`src/rtl/debug_run_defines.svh`:
```
`ifndef DEBUG_RUN_DEFINES_SVH
`define DEBUG_RUN_DEFINES_SVH

// Register byte offsets on the bus
`define OFS_CONTROL     8'h00
`define OFS_STATUS      8'h04
`define OFS_IRQ_STATUS  8'h08
`define OFS_IRQ_CLEAR   8'h0c
`define OFS_IRQ_ENABLE  8'h10

// Control register fields
`define CTL_EN_BIT      7
`define CTL_ARM_BIT     6
`define CTL_BEGIN_BIT   5

// Status register fields
`define ST_AF_BIT       7
`define ST_BF_BIT       6
`define ST_ARMED_STATUS_FLAG_BIT     5
`define ST_CNT_MSB      3

// Count encoding
`define CNT_EMPTY       4'h0
`define CNT_ONE         4'h1
`define CNT_FULL        4'h8

// Interrupt status layout
`define IRQ_RUN_END     0
`define IRQ_MATCH_A     1
`define IRQ_MATCH_B     2
`define IRQ_COUNT       3

// Bus constants
`define ADDR_W          8
`define HTRANS_NONSEQ   2'h2
`define RESET_BYTE      8'h00
`define RESET_WORD      32'h0000_0000

`endif

```
`src/rtl/debug_run_pkg.sv`:
```
package debug_run_pkg;
  `include "debug_run_defines.svh"

  // Address phase of the bus
  typedef struct packed {
    logic                 sel;
    logic [1:0]           trans;
    logic                 write;
    logic [`ADDR_W-1:0]   addr;
  } ahb_addr_t;

  // One register access, pulsed in the data phase
  typedef struct packed {
    logic                 wr;
    logic                 rd;
    logic [`ADDR_W-1:0]   addr;
    logic [31:0]          data;
  } reg_access_t;

  // Debug-side events, single-cycle pulses
  typedef struct packed {
    logic                 cmp_a;
    logic                 cmp_b;
    logic                 trigger;
    logic                 word;
  } debug_events_t;

  typedef enum logic [1:0] {RUN_IDLE, RUN_WAIT_TRIG, RUN_CAPTURE} run_state_t;
endpackage

```
`src/rtl/debug_run_status_logic.sv`:
```
// Summary of operation
// - Comparator A match flag in bit 7 clears at run start and sets on any A match while the run is active.
// - Comparator B match flag in bit 6 clears at run start and sets on any B match while the run is active.
// - With debug enable set, armed flag in bit 5 mirrors the arm control bit.
// - Host arms by writing arm=1 with enable set, and the armed flag then reads set.
// - A run ends by itself on FIFO full in begin trace or on a trigger in end trace.
// - Writing 0 to arm or to debug enable ends an active run at once.
// - Count in bits 3:0 clears at run start and holds the captured word total at run end.
// - Host reads of the FIFO never decrement the count.
// - Count is plain binary, 0000 for empty up to 1000 for eight words.
// - Trace begin select picks end trace (0, circular until trigger) or begin trace (1).
// - The status register is read-only and ignores writes.
//
// The register offsets and the AHB-Lite slave port were chosen for this implementation.
`timescale 1ns/1ps
`include "debug_run_defines.svh"
module debug_run_status_logic (
  input  wire logic                          clk_i,
  input  wire logic                          sys_rst_i,
  input  wire logic                          hsel_i,
  input  wire logic [`ADDR_W-1:0]            haddr_i,
  input  wire logic [1:0]                    htrans_i,
  input  wire logic                          hwrite_i,
  input  wire logic [2:0]                    hsize_i,
  input  wire logic                          hready_i,
  input  wire logic [31:0]                   hwdata_i,
  input  wire debug_run_pkg::debug_events_t  events_i,
  output      logic                          hreadyout_o,
  output      logic [31:0]                   hrdata_o,
  output      logic                          hresp_o,
  output      logic                          armed_o,
  output      logic                          capture_o,
  output      logic                          irq_o
);
  import debug_run_pkg::*;

  localparam int IRQ_N = `IRQ_COUNT;

  reg_access_t        acc;
  ahb_addr_t          aphase;
  logic [31:0]        rd_data;
  logic               enable_reg;
  logic               arm_reg;
  logic               begin_sel_reg;
  logic               mode_begin_reg;
  logic               flag_a_reg;
  logic               flag_b_reg;
  logic [3:0]         count_reg;
  logic [3:0]         count_next;
  run_state_t         state_reg;
  run_state_t         state_next;
  logic [IRQ_N-1:0]   irq_status;
  logic [IRQ_N-1:0]   irq_enable;
  logic [IRQ_N-1:0]   irq_events;
  logic [7:0]         status_byte;
  logic               irq_line;

  // Address phase bundle; transfer size is always a full word
  assign aphase = '{sel: hsel_i, trans: htrans_i, write: hwrite_i, addr: haddr_i};

  ahb_reg_port u_port (
    .clk_i       (clk_i),
    .sys_rst_i   (sys_rst_i),
    .aphase_i    (aphase),
    .hready_i    (hready_i),
    .hwdata_i    (hwdata_i),
    .rd_data_i   (rd_data),
    .acc_o       (acc),
    .hreadyout_o (hreadyout_o),
    .hrdata_o    (hrdata_o),
    .hresp_o     (hresp_o)
  );

  // Register write decode
  wire wr_ctl = acc.wr & (acc.addr == `OFS_CONTROL);
  wire wr_clr = acc.wr & (acc.addr == `OFS_IRQ_CLEAR);
  wire wr_ien = acc.wr & (acc.addr == `OFS_IRQ_ENABLE);
  wire new_en  = acc.data[`CTL_EN_BIT];
  wire new_arm = acc.data[`CTL_ARM_BIT] & new_en;

  // Run start and manual stop from control writes
  wire active     = (state_reg != RUN_IDLE);
  wire start_run  = wr_ctl & new_arm & ~active;
  wire manual_end = wr_ctl & active & ~new_arm;

  // Run mode taken at run start; later control writes leave it alone
  always_ff @(posedge clk_i) begin
    if (sys_rst_i)
      mode_begin_reg <= 1'b0;
    else if (start_run)
      mode_begin_reg <= begin_sel_reg;
  end

  // Capture bookkeeping
  wire count_full = (count_reg == `CNT_FULL);
  wire store      = (state_reg == RUN_CAPTURE) & events_i.word;
  wire fill_end   = mode_begin_reg & store & (count_reg == `CNT_FULL - `CNT_ONE);
  wire trig_end   = ~mode_begin_reg & (state_reg == RUN_CAPTURE) & events_i.trigger;
  wire auto_end   = fill_end | trig_end;
  wire run_end    = active & (auto_end | manual_end);

  // Run state sequencing
  always_comb begin
    state_next = state_reg;
    unique case (state_reg)
      RUN_IDLE: begin
        if (start_run)
          state_next = begin_sel_reg ? RUN_WAIT_TRIG : RUN_CAPTURE;
      end
      RUN_WAIT_TRIG: begin
        if (manual_end)
          state_next = RUN_IDLE;
        else if (events_i.trigger)
          state_next = RUN_CAPTURE;
      end
      RUN_CAPTURE: begin
        if (run_end)
          state_next = RUN_IDLE;
      end
      default: state_next = RUN_IDLE;
    endcase
  end

  // Saturating binary word count
  always_comb begin
    count_next = count_reg;
    if (start_run)
      count_next = `CNT_EMPTY;
    else if (store && !count_full)
      count_next = count_reg + `CNT_ONE;
  end

  // Run state and count registers
  always_ff @(posedge clk_i) begin
    if (sys_rst_i) begin
      state_reg <= RUN_IDLE;
      count_reg <= `CNT_EMPTY;
    end else begin
      state_reg <= state_next;
      count_reg <= count_next;
    end
  end

  // Control register, arm drops when the run ends
  always_ff @(posedge clk_i) begin
    if (sys_rst_i) begin
      enable_reg    <= 1'b0;
      arm_reg       <= 1'b0;
      begin_sel_reg <= 1'b0;
    end else if (wr_ctl) begin
      enable_reg    <= new_en;
      arm_reg       <= new_arm & ~run_end;
      begin_sel_reg <= acc.data[`CTL_BEGIN_BIT];
    end else if (run_end) begin
      arm_reg       <= 1'b0;
    end
  end

  // Match flags, cleared at start, sticky until next run
  always_ff @(posedge clk_i) begin
    if (sys_rst_i) begin
      flag_a_reg <= 1'b0;
      flag_b_reg <= 1'b0;
    end else if (start_run) begin
      flag_a_reg <= 1'b0;
      flag_b_reg <= 1'b0;
    end else if (active) begin
      flag_a_reg <= flag_a_reg | events_i.cmp_a;
      flag_b_reg <= flag_b_reg | events_i.cmp_b;
    end
  end

  // Status byte and armed output, armed flag is enable and arm
  assign status_byte = {flag_a_reg, flag_b_reg, enable_reg & arm_reg, 1'b0, count_reg};

  always_ff @(posedge clk_i) begin
    if (sys_rst_i) begin
      armed_o   <= 1'b0;
      capture_o <= 1'b0;
    end else begin
      armed_o   <= (state_next != RUN_IDLE);
      capture_o <= (state_next == RUN_CAPTURE);
    end
  end

  // Interrupt events: run end, A match, B match
  assign irq_events[`IRQ_RUN_END] = run_end;
  assign irq_events[`IRQ_MATCH_A] = active & events_i.cmp_a & ~flag_a_reg;
  assign irq_events[`IRQ_MATCH_B] = active & events_i.cmp_b & ~flag_b_reg;

  event_irq_bank #(.N(IRQ_N)) u_irq (
    .clk_i     (clk_i),
    .sys_rst_i (sys_rst_i),
    .event_i   (irq_events),
    .clr_wr_i  (wr_clr),
    .en_wr_i   (wr_ien),
    .wdata_i   (acc.data[IRQ_N-1:0]),
    .status_o  (irq_status),
    .enable_o  (irq_enable),
    .irq_o     (irq_line)
  );

  always_ff @(posedge clk_i) begin
    if (sys_rst_i)
      irq_o <= 1'b0;
    else
      irq_o <= irq_line;
  end

  // Read mux; status writes fall through to nothing
  wire rd_ctl = (acc.addr == `OFS_CONTROL);
  wire rd_sts = (acc.addr == `OFS_STATUS);
  wire rd_ist = (acc.addr == `OFS_IRQ_STATUS);
  wire rd_ien = (acc.addr == `OFS_IRQ_ENABLE);
  wire [7:0] ctl_byte = {enable_reg, arm_reg, begin_sel_reg, 5'h00};
  assign rd_data = rd_ctl ? {24'h000000, ctl_byte} :
                   rd_sts ? {24'h000000, status_byte} :
                   rd_ist ? {{(32-IRQ_N){1'b0}}, irq_status} :
                   rd_ien ? {{(32-IRQ_N){1'b0}}, irq_enable} : `RESET_WORD;
endmodule

```
`src/rtl/ahb_reg_port.sv`:
```
`timescale 1ns/1ps
`include "debug_run_defines.svh"
module ahb_reg_port (
  input  wire logic                     clk_i,
  input  wire logic                     sys_rst_i,
  input  wire debug_run_pkg::ahb_addr_t aphase_i,
  input  wire logic                     hready_i,
  input  wire logic [31:0]              hwdata_i,
  input  wire logic [31:0]              rd_data_i,
  output      debug_run_pkg::reg_access_t acc_o,
  output      logic                     hreadyout_o,
  output      logic [31:0]              hrdata_o,
  output      logic                     hresp_o
);
  import debug_run_pkg::*;

  logic               pend_reg;
  logic               write_reg;
  logic [`ADDR_W-1:0] addr_reg;
  wire                take;

  // Address phase accepted on a valid NONSEQ transfer
  assign take  = aphase_i.sel & hready_i & (aphase_i.trans == `HTRANS_NONSEQ);
  assign acc_o = '{wr: pend_reg & write_reg, rd: pend_reg & ~write_reg,
                   addr: addr_reg, data: hwdata_i};

  // One wait state, then data phase completes
  always_ff @(posedge clk_i) begin
    if (sys_rst_i) begin
      pend_reg    <= 1'b0;
      write_reg   <= 1'b0;
      addr_reg    <= '0;
      hreadyout_o <= 1'b1;
      hrdata_o    <= `RESET_WORD;
      hresp_o     <= 1'b0;
    end else if (pend_reg) begin
      pend_reg    <= 1'b0;
      hreadyout_o <= 1'b1;
      hrdata_o    <= write_reg ? `RESET_WORD : rd_data_i;
    end else if (take) begin
      pend_reg    <= 1'b1;
      write_reg   <= aphase_i.write;
      addr_reg    <= aphase_i.addr;
      hreadyout_o <= 1'b0;
    end
  end
endmodule

```
`src/rtl/event_irq_bank.sv`:
```
`timescale 1ns/1ps
module event_irq_bank #(
  parameter int N = 3
) (
  input  wire logic         clk_i,
  input  wire logic         sys_rst_i,
  input  wire logic [N-1:0] event_i,
  input  wire logic         clr_wr_i,
  input  wire logic         en_wr_i,
  input  wire logic [N-1:0] wdata_i,
  output      logic [N-1:0] status_o,
  output      logic [N-1:0] enable_o,
  output      logic         irq_o
);
  logic [N-1:0] status_next;

  // Per-bit sticky flag, set wins over clear
  for (genvar i = 0; i < N; i++) begin : g_flag
    assign status_next[i] = event_i[i] | (status_o[i] & ~(clr_wr_i & wdata_i[i]));
  end

  // Status, enable and level interrupt
  always_ff @(posedge clk_i) begin
    if (sys_rst_i) begin
      status_o <= '0;
      enable_o <= '0;
      irq_o    <= 1'b0;
    end else begin
      status_o <= status_next;
      if (en_wr_i)
        enable_o <= wdata_i;
      irq_o    <= |(status_next & (en_wr_i ? wdata_i : enable_o));
    end
  end
endmodule

```
`config.mk`:
```
export PLATFORM = sky130hd
export DESIGN_NAME = debug_run_status_logic
export DESIGN_NICKNAME = d
export VERILOG_FILES = /design/src/rtl/debug_run_pkg.sv /design/src/rtl/debug_run_status_logic.sv /design/src/rtl/ahb_reg_port.sv /design/src/rtl/event_irq_bank.sv
export VERILOG_INCLUDE_DIRS = /design/src /design/src/rtl
export SDC_FILE = /design/constraint.sdc
export NUM_CORES = 1
export LEC_CHECK = 0
export BUFFER_PORTS_ARGS = -buffer_cell sky130_fd_sc_hd__buf_2
export CAP_MARGIN = 30
export CORE_UTILIZATION = 43
export DETAILED_ROUTE_END_ITERATION = 7
export GPL_ROUTABILITY_DRIVEN = 1
export PLACE_DENSITY_LB_ADDON = 0.3
export SLEW_MARGIN = 20
export SYNTH_ARGS = -nofsm -noshare
export SYNTH_HDL_FRONTEND = slang
export SYNTH_SLANG_ARGS = --single-unit
```
`constraint.sdc`:
```
create_clock -name clk_i -period 1.9 [get_ports clk_i]
set_input_delay 0.285 -clock clk_i [delete_from_list [all_inputs] [get_ports clk_i]]
set_output_delay 0.285 -clock clk_i [all_outputs]
set_load 0.02 [all_outputs]
```
* Word-level counts from Yosys, hierarchy flattened
Cells that the tools add are included.
** Storage, ports and cells
- Register bits :: 65
- Bits of input ports :: 54
- Output and inout bits :: 37
** Cells by class
- Mux-type cells :: 15
- Reductions and logical operators :: 11
- $add $sub $neg :: 1
- Equal/unequal tests :: 10
- Bitwise gates (word level) :: 47
** Operators by type and width (count)
- 1-bit bitwise AND :: 29
- 8-bit two-way mux :: 3
- 8-bit by 4-bit == test with 1-bit output (second input constant) :: 2
- 2-bit two-way mux :: 5
- 1-bit NOT :: 10
- 3-bit two-way mux :: 3
- 8-bit by 3-bit == test with 1-bit output (second input constant) :: 1
- 8-bit by 5-bit == test with 1-bit output (second input constant) :: 1
- 8-bit zero test :: 1
- 1-bit bitwise OR :: 7
- 2-bit == test (second input constant) :: 3
- 2-bit one-hot mux with 3 select lines :: 1
- 2-bit nonzero test :: 3
- 4-bit by 1-bit adder with 4-bit output (second input constant) :: 1
- 4-bit by 3-bit == test with 1-bit output (second input constant) :: 1
- 4-bit == test (second input constant) :: 1
- 2-bit OR reduction :: 2
- 3-bit bitwise AND :: 1
- 1-bit two-way mux :: 3
- 3-bit OR reduction :: 1
- 2-bit by 1-bit == test with 1-bit output (second input constant) :: 1
- 2-bit zero test :: 1
- 2-bit AND reduction :: 1
- 1-bit logical AND :: 1
- 1-bit zero test :: 1

* Depth between registers and ports, before layout
- Depth in word-level cells :: 10
- Mapped depth :: 6

* Modules after synthesis
From an unflattened synthesis, not the netlist that was laid out.
** Unflattened totals
- Cells, all modules :: 280
- Area total of the unflattened synthesis :: 2882.8 um2
** Modules (own cells, without submodules)
- ahb_reg_port :: cells each 154, area each 1745.4 um2, instances 1
- debug_run_status_logic :: cells each 100, area each 875.8 um2, instances 1
- event_irq_bank :: cells each 26, area each 261.5 um2, instances 1

* Worst setup path before layout
OpenSTA, ideal clock, no wires.
- Path kind :: reg2reg
- From :: register u_port.addr_reg[0]
- To :: register u_irq.irq_o
- Path slack :: 0.121 ns
- Data required time :: 1.762 ns
- Period minus slack after synthesis :: 1.779 ns
- Arrival time :: 1.642 ns
- Stages on the path, launching flop included :: 6
- Path through :: dfxtp_1 or4_4 buf_6 or3_4 mux2i_1 o221ai_1
** Between the ends
- Cells in the longest elaborated chain, start to end :: 9
- Elaborated cells between the ends (all ways) :: 25
** RTL lines
- from (decl) :: line ahb_reg_port.sv:19 : logic [`ADDR_W-1:0] addr_reg;
- from (signal assigned) :: line ahb_reg_port.sv:43 : addr_reg <= aphase_i.addr;
- 8-bit zero test (no line)
- 1-bit bitwise AND :: line debug_run_status_logic.sv:75 : wire wr_ctl = acc.wr & (acc.addr == `OFS_CONTROL);
- 1-bit bitwise AND (2 in a row) :: line debug_run_status_logic.sv:84 : wire manual_end = wr_ctl & active & ~new_arm;
- 1-bit bitwise OR :: line debug_run_status_logic.sv:100 : wire run_end = active & (auto_end | manual_end);
- 1-bit bitwise AND :: line debug_run_status_logic.sv:100
- 1-bit bitwise OR :: line event_irq_bank.sv:19 : assign status_next[i] = event_i[i] | (status_o[i] & ~(clr_wr_i & wdata_i[i]));
- 3-bit bitwise AND (*) :: line event_irq_bank.sv:32 : irq_o <= |(status_next & (en_wr_i ? wdata_i : enable_o));
- 3-bit OR reduction (*) :: line event_irq_bank.sv:32
- to (signal assigned) :: line event_irq_bank.sv:32
- to (decl) :: line event_irq_bank.sv:13 : output logic irq_o
Every way passes the cells marked *; elsewhere a longest branch is shown, timed or not.
A chain may end at the register's enable or synchronous reset.

* Final worst setup path
Ends and elaborated chain as after synthesis.

==> results.yml <==
outcome:
  outcome: "finished, violations left"
  violations: "DRC"
final_layout:
  layout_common_cells: "40 x dfxtp_1, 35 x buf_2, 26 x conb_1, 22 x o21ai_0, 21 x a21oi_1"
  antenna_cells: 0
  area_growth_pct: 14.9
  fin_nets: 347
  drive_gt1_frac: 0.212
  final_common_cell: "dfxtp_1"
  largest_reg_flops: 8
  layout.cells.non_filler: 344
grt:
  antenna_found_initial: 0
  first_global_vias: 1590
  grt-ovfl-total: 0
  grt_use_total: 0.177
  grt_pass1_wl_mm: 7.02
  grt_max_degree: 18
floorplan:
  core_area_um2: 4470
  initial_utilization: 0.463
  die_x_um: 71.4
  rows: 24
  die_area_um2: 5090
  ioPinCount: 91
  dieHeight_um: 71.4
setup_path:
  critical_path_class: "reg2reg"
  cp_max_fo: 7
  r2r_start: "u_port.addr_reg[0]"
  startpoint_type: "flip-flop"
  required_ns: 2.06
  end_kind: "flip-flop"
  crit_arrival_ns: 1.96
  startpoint: "u_port.addr_reg[0]"
drt:
  route.antenna.remaining_nets: 0
  num_vias: 1732
  viasPerCell: 5.03
  wirelength_mm: 4.18
  drt_iter0_drc: 160
  wl_per_cell_um: 12.2
  first_pass_iters: 7
  drc: 3
pwr:
  totalPowerFinal_w: 0.00177
  p_leak_nw: 1.08
  irDropWorstVdd_mv: 0.427
  powerDensity_nw_per_um2: 742
synth:
  async_reset_ff_frac: 0
  synth.area.top_cells: "dfxtp_1 39%, buf_4 9.4%, o21ai_0 5.3%, a21oi_1 5.1%, nor2_1 3.6%"
  yosys.area.top_type_share: 0.387
  syn_area_um2: 2070
  synth-edff-count: 0
  synthCells: 248
  yosysUniqueCellTypes: 45
  synth.avg_cell_area_um2: 8.34
  synth_top_area_cell: "dfxtp_1"
  yosysSeqAreaShare: 0.387
  synth_top_flop_cell: "dfxtp_1"
  yosys_warnings: 0
  yosys_register_bits: 40
clock_network:
  cts.sinks: 40
  cts_tree: "yes"
  cts_buffers: 5
  cts-root-buf: "clkbuf_8"
  clk_latency_ns: 0.30
  cts.path.max_buffers: 2
  clk_pin_slew_worst_paths_ns: 0.08
  post_cts_buffers: 0
  cts-htree-levels: 2
sta:
  post-route-period-util: 0.951
  setup_viol: 0
  rsz0062_at_grt: "false"
  skew_ns: 0.00579
  hold_viol: 0
  tns_ns: 0
  clock.fmax_mhz: 554
  fin_crit_ns: 1.81
  report.final.slew_viol_count: 0
min_path:
  min_path_type: "in2reg"
  hp-start: "haddr_i[4]"
placement:
  gp_congestion: 0.834
  place.port_buffers: 35
  dp_cells: 336
  dp_hpwl_mm: 3.17
run:
  cap_violations: 0
Yosys cell counts, drive strengths merged (3+ instances only):
master and count:
dfxtp 40, buf 29, o21ai 22, a21oi 21, nor2 20, nand2 18
inv 13, nor2b 9, mux2i 7, nor4 7, clkbuf 6, nand2b 5
and2 4, and3 4, nand4 4, a2bb2oi 3, o21a 3
power breakdown:
group	switching, W	internal (W)
sequential	0.00000432	0.000843
clock	0.000298	0.000463
combinational	0.000107	0.0000504
final timing paths:
path / endpoint / slack, ns / cells after the start
max: u_irq.irq_o / 0.09 / 4
min: u_port.addr_reg[4] / 0.22 / 3
max reg2reg: u_irq.irq_o / 0.09 / 4
min reg2reg: irq_o / 0.44 / 1
per-layer routing:
metal,vias to the layer above,global-route usage,share of wire
met1,779,0.229,0.47
met3,7,0.0577,0.053
met2,47,0.276,0.46
met5,-,0,0
li1,899,-,-
met4,0,0.0667,0.013
kinds of logic after synthesis:
logic type	after synthesis	share of synthesized area
simple gates	87	0.239
mux	7	0.0339
fa+ha+maj	2	0.0121
flops	40	0.387
xor+xnor	3	0.0127
buf+inv	48	0.139
compound gates	60	0.175
other cells	1	0.00181
area by class of cell:
type	instances	area, um2
Multi-Input combinational cell	185	1080
Timing Repair Buffer	46	258
Inverter	13	48.8
Clock buffer	7	96.3
Sequential cell	40	801
Fill cell	434	2100
Tap cell	52	65.1
Clock inverter	1	30.0
critical path, cell delays in order (launching register included):
cell and delay (ns):
dfxtp_1 0.32, or4_4 0.60, or3_4 0.41, mux2i_1 0.20, o221ai_1 0.14
repair_timing:
| item | in CTS | in global routing |
|---|---|---|
| hold buffers | 0 | 0 |
| resized for setup | 0 | 1 |
| endpoints found under the setup margin | 0 | 1 |
per-stage QoR:
| stage | util | hold WS (ns) | worst slack (ns) | area (um2) |
|---|---|---|---|---|
| floorplan | - | 0.414 | 0.121 | 2160 |
| global placement | 0.502 | 0.423 | 0.114 | 2250 |
| detailed placement | 0.502 | 0.423 | 0.109 | 2250 |
| CTS | 0.530 | 0.208 | 0.0890 | 2370 |
| global route | 0.531 | 0.212 | 0.00836 | 2380 |
| finish | 0.531 | 0.215 | 0.0940 | 2380 |
Power figures use the tool's default switching activity.
